$ cat src/crc_pkg.sv
`default_nettype none
package crc_pkg;
    // Register byte offsets on the Avalon-MM slave.
    localparam logic [7:0]  REG_CMD_DATA   = 8'h00;
    localparam logic [7:0]  REG_CMD        = 8'h04;
    localparam logic [7:0]  REG_RESP       = 8'h08;
    localparam logic [7:0]  REG_CTRL       = 8'h0c;
    localparam logic [7:0]  REG_STATUS     = 8'h10;
    localparam logic [7:0]  REG_UINSTR     = 8'h14;
    // Command register fields.
    localparam int          CMD_FC_LSB     = 0;
    localparam int          CMD_PORT_LSB   = 8;
    // Response register flag positions.
    localparam int          RESP_VALID_BIT = 16;
    localparam int          RESP_ACK_BIT   = 17;
    localparam int          RESP_NAK_BIT   = 18;
    // Function codes.
    localparam logic [5:0]  FC_CONTROL     = 6'h01;
    localparam logic [5:0]  FC_ADDRESS     = 6'h09;
    localparam logic [5:0]  FC_RANGE       = 6'h0d;
    localparam logic [5:0]  FC_CFG_OUT     = 6'h11;
    localparam logic [5:0]  FC_ADDR_LO_IN  = 6'h08;
    localparam logic [5:0]  FC_ADDR_HI_IN  = 6'h0a;
    localparam logic [5:0]  FC_RANGE_IN    = 6'h0c;
    localparam logic [5:0]  FC_CFG_IN      = 6'h10;
    localparam logic [5:0]  FC_STATUS_IN   = 6'h18;
    localparam logic [5:0]  FC_ID_IN       = 6'h26;
    // Control word bits (bus bit 0 is the word's most significant bit).
    localparam int          CW_INIT_BIT    = 15;
    localparam int          CW_STOP_BIT    = 14;
    localparam int          CW_TEST_BIT    = 13;
    localparam int          CW_FREEZE_BIT  = 12;
    // Status word bits.
    localparam int          ST_READY_BIT   = 15;
    localparam int          ST_ATTN_BIT    = 14;
    localparam int          ST_SVC_BIT     = 13;
    localparam int          ST_ASCII_BIT   = 7;
    // This channel's adapter port out of the four.
    localparam logic [1:0]  CHAN_PORT      = 2'h0;
    // Identification number; the value is arbitrary.
    localparam logic [15:0] DEVICE_ID      = 16'h5a5a;
    // Microinstruction that leaves test mode; the value is arbitrary.
    localparam logic [15:0] UI_RESET_TEST  = 16'h0f0f;
    // Reset values.
    localparam logic        RST_BINARY     = 1'b0;
    localparam logic [15:0] RST_RANGE      = 16'h0000;
    localparam logic [23:0] RST_ADDR       = 24'h000000;

    // Channel sequencer states.
    typedef enum logic [2:0] {
        CH_IDLE = 3'b001,
        CH_RUN  = 3'b010,
        CH_DMA  = 3'b100
    } crc_ch_t;

    // Reader adapter pins.
    typedef struct packed {
        logic [11:0] col;
        logic        strobe;
        logic        card_end;
        logic        hopper_empty;
        logic        stacker_full;
        logic        reset_ind;
        logic        ready;
    } crc_rdr_t;

    // DMA write request toward memory.
    typedef struct packed {
        logic [23:0] addr;
        logic [15:0] data;
    } crc_dma_t;
endpackage
`default_nettype wire

$ cat src/crc_channel.sv
// Overview of operation
// - Control word with test bit in normal mode enters test mode and halts sequencing.
// - In test mode each command loads the complemented data word as microinstruction.
// - Each test-mode load issues exactly one single-step clock pulse.
// - Test mode ends on the reset-test microinstruction or on master clear.
// - In test mode every function code is treated alike as a load.
// - In test mode input commands get no response.
// - Test mode suspends the whole channel's service.
// - Card data goes by DMA; end of range raises an interrupt.
// - Binary mode puts twelve row bits right-justified, one word per column.
// - Binary mode forces the top four bits to zero.
// - Binary mode accepts every hole pattern without code error.
// - ASCII mode translates each column to one byte, two bytes per word.
// - Untranslatable ASCII columns set status bit 8 code error.
// - Empty hopper or full stacker reported as status with reader reset.
// - At most four reader ports; the channel answers only its own port.
// - Function code 26 returns the sixteen-bit identification number.
// - Control word command is never refused even while busy.
// - ASCII bit 8 lands on bus bit 0 of its byte, bit 1 on bit 7.
//
// The address map and the Avalon-MM slave port were left to the implementer.
`default_nettype none
module crc_channel
    import crc_pkg::*;
(
    input  wire logic        CLK,             // 40 MHz clock.
    input  wire logic        RESET,           // Asynchronous, active high.
    input  wire logic [7:0]  AVS_ADDRESS,     // Byte address.
    input  wire logic        AVS_READ,        // Read request.
    input  wire logic        AVS_WRITE,       // Write request.
    input  wire logic [31:0] AVS_WRITEDATA,   // Write data.
    input  wire logic [3:0]  AVS_BYTEENABLE,  // Byte lanes.
    output logic      [31:0] AVS_READDATA,    // Read data.
    output logic             AVS_WAITREQUEST, // Stall.
    input  wire crc_rdr_t    RDR,             // Reader adapter pins.
    output logic             DMA_VALID,       // DMA word offered.
    input  wire logic        DMA_READY,       // Memory takes the word.
    output crc_dma_t         DMA_OUT,         // DMA address and data.
    output logic             EOR_IRQ,         // End-of-range pulse.
    output logic             TEST_MODE,       // Test mode active.
    output logic             UI_STEP,         // Single-step clock pulse.
    output logic      [15:0] UI_WORD          // Microinstruction register.
);

    typedef struct packed {
        crc_rdr_t    rdr1;
        crc_rdr_t    rdr2;
        logic        strobe3;
        logic        end3;
        logic        ack;
        logic [31:0] rdata;
        logic [23:0] cmd_data;
        logic [18:0] resp;
        logic        test;
        logic        step;
        logic [15:0] uinstr;
        logic        busy;
        logic        binary;
        logic        freeze;
        logic [23:0] addr;
        logic [15:0] range;
        crc_ch_t     ch;
        logic [15:0] word;
        logic        half;
        logic        last;
        logic        ascii_err;
        logic        svc_err;
        logic        irq;
        logic        dma_valid;
    } crc_state_t;

    crc_state_t q;
    crc_state_t d;

    // Card code to ASCII, returning {valid, byte}; rows 12,11,0,1..9 map to bits 11..0.
    function automatic logic [8:0] h2a(input logic [11:0] c);
        logic [2:0] z;
        logic       p8;
        logic [8:0] r;
        logic [3:0] g;
        logic [4:0] n;
        z = c[11:9];
        p8 = c[1];
        r = 9'h000;
        g = 4'h0;
        n = 5'd0;
        for (int i = 0; i < 9; i++)
        begin
            if (i != 7 && c[8-i])
            begin
                g = 4'(i + 1);
                n = n + 5'd1;
            end
        end
        if (n > 5'd1)
            r = 9'h000;
        else if (!p8)
        begin
            unique case (z)
                3'b000: r = (n == 5'd0) ? 9'h120 : {1'b1, 8'h30 + 8'(g)};
                3'b100: r = (n == 5'd0) ? 9'h126 : {1'b1, 8'h40 + 8'(g)};
                3'b010: r = (n == 5'd0) ? 9'h12d : {1'b1, 8'h49 + 8'(g)};
                3'b001: r = (n == 5'd0) ? 9'h130 :
                            (g == 4'h1) ? 9'h12f : {1'b1, 8'h51 + 8'(g)};
                default: r = 9'h000;
            endcase
        end
        else if (n == 5'd0 && z == 3'b000)
            r = 9'h138;
        else if (n == 5'd1 && g >= 4'h2 && g <= 4'h7)
        begin
            unique case (z)
                3'b000: r = {1'b1, 8'(48'h3a2340273d22 >> (8 * (7 - g)))};
                3'b100: r = {1'b1, 8'(48'h5b2e3c282b21 >> (8 * (7 - g)))};
                3'b010: r = {1'b1, 8'(48'h5d242a293b5e >> (8 * (7 - g)))};
                3'b001: r = {1'b1, 8'(48'h5c2c255f3e3f >> (8 * (7 - g)))};
                default: r = 9'h000;
            endcase
        end
        return r;
    endfunction

    logic        acc;
    logic        wr;
    logic        cmd;
    logic [5:0]  fc;
    logic [15:0] cw;
    logic [15:0] stat;
    logic        col_ev;
    logic        end_ev;
    logic [8:0]  xl;
    logic [15:0] used;

    // Bus decode, status word and synchronised reader events.
    always_comb
    begin
        acc = (AVS_READ || AVS_WRITE) && q.ack;
        wr = acc && AVS_WRITE && AVS_BYTEENABLE[0];
        cmd = wr && AVS_ADDRESS == REG_CMD;
        fc = AVS_WRITEDATA[CMD_FC_LSB +: 6];
        cw = q.cmd_data[15:0];
        stat = 16'h0000;
        stat[ST_READY_BIT] = q.rdr2.ready;
        stat[ST_ATTN_BIT] = q.rdr2.hopper_empty || q.rdr2.stacker_full || q.rdr2.reset_ind;
        stat[ST_SVC_BIT] = q.svc_err;
        stat[ST_ASCII_BIT] = q.ascii_err;
        col_ev = q.rdr2.strobe && !q.strobe3 && !q.test;
        end_ev = q.rdr2.card_end && !q.end3 && !q.test;
        xl = h2a(q.rdr2.col);
        used = q.binary ? 16'h0002 : 16'h0001;
    end

    // Next-state logic for the whole channel.
    always_comb
    begin
        d = q;
        d.rdr1 = RDR;
        d.rdr2 = q.rdr1;
        d.strobe3 = q.rdr2.strobe;
        d.end3 = q.rdr2.card_end;
        d.ack = (AVS_READ || AVS_WRITE) && !q.ack;
        d.step = 1'b0;
        d.irq = 1'b0;
        // Read data is captured in the stall cycle and shown on the completing edge.
        unique case (AVS_ADDRESS)
            REG_CMD_DATA: d.rdata = {8'h00, q.cmd_data};
            REG_RESP:     d.rdata = {13'h0000, q.resp};
            REG_STATUS:   d.rdata = {13'h0000, q.binary, q.busy, q.test, stat};
            REG_UINSTR:   d.rdata = {16'h0000, q.uinstr};
            default:      d.rdata = 32'h00000000;
        endcase
        // Command data word accepts byte lanes individually.
        if (acc && AVS_WRITE && AVS_ADDRESS == REG_CMD_DATA)
        begin
            for (int b = 0; b < 3; b++)
            begin
                if (AVS_BYTEENABLE[b])
                    d.cmd_data[8*b +: 8] = AVS_WRITEDATA[8*b +: 8];
            end
        end
        // Single-step: the loaded microinstruction runs on the step pulse.
        if (q.step && q.uinstr == UI_RESET_TEST)
            d.test = 1'b0;
        // Command processing for this port only.
        if (cmd && AVS_WRITEDATA[CMD_PORT_LSB +: 2] == CHAN_PORT)
        begin
            d.resp = 19'h00000;
            if (q.test)
            begin
                d.uinstr = ~cw;
                d.step = 1'b1;
                if (fc[0])
                    d.resp[RESP_ACK_BIT] = 1'b1;
            end
            else if (fc == FC_CONTROL)
            begin
                d.resp[RESP_ACK_BIT] = 1'b1;
                d.freeze = cw[CW_FREEZE_BIT];
                if (cw[CW_INIT_BIT])
                begin
                    d.busy = 1'b0;
                    d.binary = RST_BINARY;
                    d.ch = CH_IDLE;
                    d.dma_valid = 1'b0;
                end
                if (cw[CW_STOP_BIT] && q.busy)
                begin
                    d.busy = 1'b0;
                    d.irq = 1'b1;
                    d.ch = CH_IDLE;
                    d.dma_valid = 1'b0;
                end
                if (cw[CW_TEST_BIT])
                begin
                    d.test = 1'b1;
                    d.dma_valid = 1'b0;
                end
            end
            else if (q.busy)
                d.resp[RESP_NAK_BIT] = 1'b1;
            else
            begin
                d.resp[RESP_ACK_BIT] = 1'b1;
                d.resp[RESP_VALID_BIT] = !fc[0];
                unique case (fc)
                    FC_ADDRESS:    d.addr = q.cmd_data;
                    FC_RANGE:
                    begin
                        d.range = cw;
                        d.busy = 1'b1;
                        d.ch = CH_RUN;
                        d.half = 1'b0;
                        d.last = 1'b0;
                        d.ascii_err = 1'b0;
                        d.svc_err = 1'b0;
                    end
                    FC_CFG_OUT:    d.binary = cw[0];
                    FC_ADDR_LO_IN: d.resp[15:0] = q.addr[15:0];
                    FC_ADDR_HI_IN: d.resp[15:0] = {8'h00, q.addr[23:16]};
                    FC_RANGE_IN:   d.resp[15:0] = q.range;
                    FC_CFG_IN:     d.resp[15:0] = {15'h0000, q.binary};
                    FC_STATUS_IN:  d.resp[15:0] = stat;
                    FC_ID_IN:      d.resp[15:0] = DEVICE_ID;
                    default:       d.resp = 19'h00000;
                endcase
            end
        end
        // Channel sequencer, frozen while test mode holds the controller.
        if (!q.test)
        begin
            unique case (q.ch)
                CH_IDLE:
                begin
                    d.half = 1'b0;
                end
                CH_RUN:
                begin
                    if (col_ev)
                    begin
                        d.range = (q.range > used) ? q.range - used : 16'h0000;
                        d.last = q.range <= used || end_ev;
                        if (q.binary)
                        begin
                            d.word = {4'h0, q.rdr2.col};
                            d.ch = CH_DMA;
                            d.dma_valid = 1'b1;
                        end
                        else
                        begin
                            if (!xl[8])
                                d.ascii_err = 1'b1;
                            if (!q.half)
                                d.word = {xl[7:0], 8'h00};
                            else
                                d.word = {q.word[15:8], xl[7:0]};
                            d.half = !q.half;
                            if (q.half || q.range <= used || end_ev)
                            begin
                                d.ch = CH_DMA;
                                d.dma_valid = 1'b1;
                            end
                        end
                    end
                    else if (end_ev)
                    begin
                        d.last = 1'b1;
                        d.ch = q.half ? CH_DMA : CH_IDLE;
                        d.dma_valid = q.half;
                        d.busy = q.half;
                        d.irq = !q.half;
                    end
                end
                CH_DMA:
                begin
                    if (col_ev)
                        d.svc_err = 1'b1;
                    if (DMA_READY)
                    begin
                        d.dma_valid = 1'b0;
                        d.half = 1'b0;
                        if (!q.freeze)
                            d.addr = q.addr + 24'h000002;
                        d.ch = q.last ? CH_IDLE : CH_RUN;
                        d.busy = !q.last;
                        d.irq = q.last;
                    end
                end
                default: d.ch = CH_IDLE;
            endcase
        end
        // Master clear from software ends test mode and idles the channel.
        if (wr && AVS_ADDRESS == REG_CTRL && AVS_WRITEDATA[0])
        begin
            d.test = 1'b0;
            d.step = 1'b0;
            d.busy = 1'b0;
            d.ch = CH_IDLE;
            d.dma_valid = 1'b0;
        end
    end

    // State register.
    always_ff @(posedge CLK or posedge RESET)
    begin
        if (RESET)
        begin
            q <= '0;
            q.binary <= RST_BINARY;
            q.addr <= RST_ADDR;
            q.range <= RST_RANGE;
            q.ch <= CH_IDLE;
        end
        else
            q <= d;
    end

    // Port drive.
    assign AVS_WAITREQUEST = (AVS_READ || AVS_WRITE) && !q.ack;
    assign AVS_READDATA = q.rdata;
    assign DMA_VALID = q.dma_valid;
    assign DMA_OUT.addr = q.addr;
    assign DMA_OUT.data = q.word;
    assign EOR_IRQ = q.irq;
    assign TEST_MODE = q.test;
    assign UI_STEP = q.step;
    assign UI_WORD = q.uinstr;

    // Test-mode entry on a control word with the test bit.
    property p_test_entry;
        @(posedge CLK) disable iff (RESET)
        (cmd && !q.test && fc == FC_CONTROL && cw[CW_TEST_BIT] &&
         AVS_WRITEDATA[CMD_PORT_LSB +: 2] == CHAN_PORT && !AVS_WRITEDATA[0] == 1'b0)
        |=> TEST_MODE;
    endproperty
    a_test_entry: assert property (p_test_entry) else $error("test mode not entered");

    // Load holds the complement of the data word.
    property p_load;
        @(posedge CLK) disable iff (RESET)
        (cmd && q.test && AVS_WRITEDATA[CMD_PORT_LSB +: 2] == CHAN_PORT) |=> UI_WORD == ~$past(cw);
    endproperty
    a_load: assert property (p_load) else $error("microinstruction not complemented");

    // Exactly one step pulse per load.
    property p_one_step;
        @(posedge CLK) disable iff (RESET)
        UI_STEP |=> !UI_STEP;
    endproperty
    a_one_step: assert property (p_one_step) else $error("step pulse too long");

    // Reset-test microinstruction leaves test mode.
    property p_leave;
        @(posedge CLK) disable iff (RESET)
        (UI_STEP && UI_WORD == UI_RESET_TEST && !cmd) |=> !TEST_MODE;
    endproperty
    a_leave: assert property (p_leave) else $error("test mode not left");

    // Inputs in test mode leave no response.
    property p_no_resp;
        @(posedge CLK) disable iff (RESET)
        (cmd && q.test && !fc[0] && AVS_WRITEDATA[CMD_PORT_LSB +: 2] == CHAN_PORT)
        |=> q.resp == 19'h00000;
    endproperty
    a_no_resp: assert property (p_no_resp) else $error("response in test mode");

    // No DMA and no step of the sequencer while in test mode.
    property p_suspend;
        @(posedge CLK) disable iff (RESET)
        (TEST_MODE && !$rose(TEST_MODE)) |-> !DMA_VALID && $stable(q.ch);
    endproperty
    a_suspend: assert property (p_suspend) else $error("channel ran in test mode");

    // A DMA word stands until memory takes it.
    property p_dma_hold;
        @(posedge CLK) disable iff (RESET)
        (DMA_VALID && !DMA_READY && !cmd && !wr) |=> DMA_VALID && $stable(DMA_OUT);
    endproperty
    a_dma_hold: assert property (p_dma_hold) else $error("DMA word dropped");

    // Binary words carry zero in the four top bits.
    property p_binary_top;
        @(posedge CLK) disable iff (RESET)
        (DMA_VALID && q.binary) |-> DMA_OUT.data[15:12] == 4'h0;
    endproperty
    a_binary_top: assert property (p_binary_top) else $error("binary top bits set");

    // Binary columns never raise a code error.
    property p_binary_ok;
        @(posedge CLK) disable iff (RESET)
        (q.binary && !q.ascii_err && !cmd) |=> !q.ascii_err;
    endproperty
    a_binary_ok: assert property (p_binary_ok) else $error("code error in binary");

    // A control word is never refused.
    property p_ctl_ack;
        @(posedge CLK) disable iff (RESET)
        (cmd && !q.test && fc == FC_CONTROL && AVS_WRITEDATA[CMD_PORT_LSB +: 2] == CHAN_PORT)
        |=> q.resp[RESP_ACK_BIT] && !q.resp[RESP_NAK_BIT];
    endproperty
    a_ctl_ack: assert property (p_ctl_ack) else $error("control word refused");

endmodule
`default_nettype wire

$ cat config.mk
export PLATFORM = sky130hd
export DESIGN_NAME = crc_channel
export DESIGN_NICKNAME = d
export VERILOG_FILES = /design/src/crc_pkg.sv /design/src/crc_channel.sv
export SDC_FILE = /design/constraint.sdc
export NUM_CORES = 1
export LEC_CHECK = 0
export ABC_AREA = 1
export BUFFER_PORTS_ARGS = -buffer_cell sky130_fd_sc_hd__buf_2
export CORE_MARGIN = 1
export CORE_UTILIZATION = 60
export CTS_BUF_LIST = sky130_fd_sc_hd__clkbuf_8
export DETAILED_ROUTE_END_ITERATION = 6
export PLACE_DENSITY = 0.83
export SETUP_SLACK_MARGIN = 0.4
export SLEW_MARGIN = 30
export SYNTH_ARGS = -nofsm -noshare
export SYNTH_HDL_FRONTEND = slang
export SYNTH_SLANG_ARGS = --single-unit
$ cat constraint.sdc
create_clock -name CLK -period 14.1 [get_ports CLK]
set_input_delay 2.82 -clock CLK [delete_from_list [all_inputs] [get_ports CLK]]
set_output_delay 2.82 -clock CLK [all_outputs]
set_load 0.02 [all_outputs]
### Word level (Yosys, flattened, before mapping)

Index checks and enable logic that the tools add are counted.

| storage, ports and cells | value |
|---|---|
| register bits after elaboration | 200 |
| latch bits | 0 |
| memory bits (writable) | 0 |
| memory bits (read-only) | 0 |
| output and inout bits | 93 |
| logic and storage cells | 250 |
| memories | 0 |

| operators by class | value |
|---|---|
| $add $sub $neg | 14 |
| $mul | 0 |
| divide/modulo/power cells | 0 |
| magnitude comparators | 5 |
| equality and inequality tests | 27 |
| shift operators | 4 |
| muxes and demuxes | 114 |
| bitwise gates (word level) | 2 |
| reductions and logical operators | 45 |

Operators by type and width:

| cell | count |
|---|---|
| >> shifter 47 x 32 -> 8 bit, first input constant | 3 |
| 2-to-1 mux 24 bit | 4 |
| case mux 16 bit (6 select lines) | 1 |
| case mux 24 bit (4 select lines) | 1 |
| 2-to-1 mux 16 bit | 5 |
| case mux 9 bit (4 select lines) | 2 |
| 2-to-1 mux 65 bit | 1 |
| 2-to-1 mux 64 bit | 1 |
| 2-to-1 mux 17 bit | 3 |
| 2-to-1 mux 46 bit | 1 |
| >> shifter 46 x 32 -> 8 bit, first input constant | 1 |
| 2-to-1 mux 43 bit | 1 |
| 2-to-1 mux 40 bit | 1 |
| 2-to-1 mux 19 bit | 2 |
| 2-to-1 mux 1 bit | 36 |
| 2-to-1 mux 18 bit | 2 |
| 2-to-1 mux 9 bit | 4 |
| 2-to-1 mux 3 bit | 11 |
| 2-to-1 mux 8 bit | 4 |
| adder 5 x 1 -> 5 bit, second input constant | 6 |
| equality test 6 x 4 -> 1 bit, second input constant | 5 |
| 2-to-1 mux 2 bit | 15 |
| 2-to-1 mux 5 bit | 6 |
| adder 24 x 2 -> 24 bit, second input constant | 1 |
| other kinds (46) | 94 |

### Logic depth before layout (Yosys ltp)

| logic depth | value |
|---|---|
| word-level depth | 28 |
| depth in mapped cells | 29 |
| mapped depth without buffers | 29 |

### Worst setup path before layout

No wires, ideal clock.

| timing | value |
|---|---|
| path type | input to output |
| from | input port AVS_WRITE |
| to | output port AVS_WAITREQUEST |
| arrival | 3.150 ns |
| required time | 11.280 ns |
| setup slack | 8.130 ns |
| cell stages on the path | 2 |
| cell sequence | nor2_1 > nor2_1 |

| between the ends | value |
|---|---|
| word-level cells in the longest chain between the ends | 2 |

RTL lines:

| item | RTL line | RTL |
|---|---|---|
| start: declaration | crc_channel.sv:30 | `input wire logic AVS_WRITE,` |
| logical OR 1 bit | crc_channel.sv:338 | `assign AVS_WAITREQUEST = (AVS_READ \|\| AVS_WRITE) && !q.ack;` |
| logical AND 1 bit | crc_channel.sv:338 |  |
| end: declaration | crc_channel.sv:34 | `output logic AVS_WAITREQUEST,` |

Every way passes these cells.

### Worst setup path after layout

Ends and elaborated chain as after synthesis.

==> qor.csv <==
stage,metric,value,unit
sta,fmax,0.165,GHz
clock_network,h-tree-depth,4,
clock_network,holdBufCountCts,0,
sta,finalHoldViolCount,0,
grt,antenna_found_initial,0,
sta,maxSlewHeadroom,36.9,%
synth,synthSimpleGateAreaFrac,21.7,%
worst_setup_path,cp_cell_sequence,buf_2 -> nor2_1 -> nor2_1 -> buf_2,
worst_setup_path,crit_fanout,2,
clock_network,post_cts_buffers,0,
detailed_routing,routed_wl,31.0,mm
sta,rsz0062_at_grt,false,
clock_network,post_cts_resized,0,
worst_setup_path,crit_type,in -> out,
clock_network,cts_tree,done,
synth,syn_inst,1408,
worst_setup_path,end_kind,output pin,
pwr,peakVddDrop,0.0000939,V
place,hpwl,23.0,mm
clock_network,cts-buffers-inserted,17,
detailed_routing,routed_via_density,5.83,
synth,synthAdderAreaFrac,1.77,%
clock_network,clk_latency,0.49,ns
clock_network,cts.sinks,191,
floorplan,die_w,138,um
worst_setup_path,arrival,3.26,ns
hold_path,hold_class,reg -> reg,
worst_setup_path,critPathLaunchType,input pin,
detailed_routing,first_pass_iters,6,
synth,synthArstFlopShare,100,%
pwr,leakagePower,5.77,nW
synth,ys_types,55,
worst_setup_path,path_buf_inv,2,
place,dp_slack,7.88,ns
detailed_routing,route.detailed.drc,0,
grt,grt_pass1_vias,9208,
synth,synth.mux.area_fraction,0.510,%
sta,drv_slew,0,
grt,grt_max_degree,138,
finish,final_common_cell,nand2_1,
floorplan,coreArea,0.0180,mm2
place,place.gp.congestion,0.972,
grt,grt-ovfl-total,0,
detailed_routing,dr.first_iter.drc_count,1266,
flow_run,maxCapViolations,0,
sta,setup_tns,0,ns
synth,ys.flop_type,dfrtp_1,
synth,synthXorXnorAreaFrac,1.19,%
synth,synth_top_family_by_area,simple AND/OR/NAND/NOR gates,
outcome,status,"complete, no violations",
detailed_routing,wl_per_cell,18.2,um
sta,finalSetupViolCount,0,
floorplan,dieArea,0.0189,mm2
clock_network,cts.path.max_buffers,2,
finish,antenna_cells,0,
finish,finalNetCount,1541,
sta,skew,0.0105,ns
synth,yosysWarnings,0,
synth,yosysSeqAreaShare,43.3,%
finish,fillers,1578,
worst_setup_path,cp_top_family,buffers and inverters,
sta,worst_slew_pin_slew,0.941,ns
finish,post-route-util,65.4,%
clock_network,root_buffer,clkbuf_8,
finish,final_cell_mix,"204 x nand2_1, 190 x dfrtp_1, 185 x inv_1",
sta,min_period,6.08,ns
finish,drive_above_1_share,16.6,%
detailed_routing,vias,9919,
synth,synth_edf_count,0,
grt,grt_pass1_wl,48.3,mm
sta,fin_ws,8.02,ns
grt,track_usage,34.0,%
floorplan,ios,160,
floorplan,die_h,138,um
clock_network,clkTransAtPathRegs,0.10,ns
worst_setup_path,critPathSlowestCell,buf_2,
pwr,cellPowerDensity,94.1,mW/mm2
synth,syn_area,0.0110,mm2
worst_setup_path,required,11.28,ns
synth,syn_avg_cell_area,7.84,um2
finish,area_growth_syn_to_layout,6.85,%
worst_setup_path,cpPeakStageDelay,0.19,ns
synth,synth_compound_area_share,17.2,%
floorplan,start_util,61.2,%
place,port_buffers,141,
floorplan,num_rows,49,
detailed_routing,ant_nets,0,
sta,finalCritPeriodShare,43.1,%
synth,synth_seq_cells,191,
state kept, by name (all words and copies together), names as in the netlist:
register      count
DMA_VALID         1
d                20
UI_STEP           1
EOR_IRQ           1
q                72
UI_WORD          16
cw               16
AVS_READDATA     24
TEST_MODE         1
DMA_OUT          39
power by group:
| part | internal (mW) | switching (mW) |
|---|---|---|
| clock | 0.205 | 0.216 |
| sequential | 0.557 | 0.00876 |
| combinational | 0.0376 | 0.0852 |
| total | 0.800 | 0.310 |
synth_stat cells (8+ instances only):
cell type  number  area [um2]
nand2_1       204         766
dfrtp_1       190        4750
inv_1         187         702
nor2_1        167         627
o21ai_0       114         571
a21oi_1        97         485
buf_4          91         683
nand3_1        62         310
nor3_1         30         150
o22ai_1        26         163
clkbuf_1       25        93.8
nand2_2        16         100
nand4_1        15        93.8
ha_1           14         175
o21ai_1        13        65.1
xor2_1         13         114
o31ai_1        12        90.1
o221ai_1       11        96.3
a211oi_1        8        60.1
a221oi_1        8        70.1
nor3_2          8        80.1
nor4_1          8        50.1
o211ai_1        8        60.1
metal layers:
layer  track usage (%)  wire length (um)
met2              51.2             13800
met1              47.6             13100
met5                 0                 0
met4              14.0               945
met3              7.17              3130
cell type report:
type                       count  area, um2  area share [%]
clock buffer                  18        248            2.10
clock inverter                14        221            1.88
inverter                     200        763            6.47
multi-input combinational    903       4750            40.3
sequential                   191       4780            40.5
tap                          229        287            2.43
timing repair buffer         146        743            6.30
cells by family (layout without fill, tap and decap cells):
logic type,after synthesis,in the layout
simple gates,533,533
compound gates,326,326
buf+inv,322,378
flops,191,191
fa+ha+maj,15,15
xor+xnor,15,15
mux,5,5
other cells,1,9
metrics by stage:
step                      cell area [um2]  cells  hold slack, ns  power (mW)
after floorplan                     11100   1416           0.331       0.666
after global placement              11300   1669           0.332       0.695
after detailed placement            11300   1669           0.335       0.698
after CTS                           11800   1701           0.358        1.11
after global routing                11800   1701           0.364        1.15
final                               11800   1701           0.356        1.11
path summary, 6_finish.rpt:
path	start	endpoint	slack, ns	depth (start not counted)
worst max-delay path	AVS_WRITE	AVS_WAITREQUEST	8.02	4
worst min-delay path	d[175]	q[175]	0.36	0
worst max register to register	q[178]	DMA_OUT[4]	8.94	28
worst min register to register	d[175]	q[175]	0.36	0
max in group asynchronous	RESET	DMA_OUT[13]	10.47	3
min in group asynchronous	RESET	AVS_READDATA[10]	2.40	2
No activity file was read; power rests on OpenSTA's default activity.
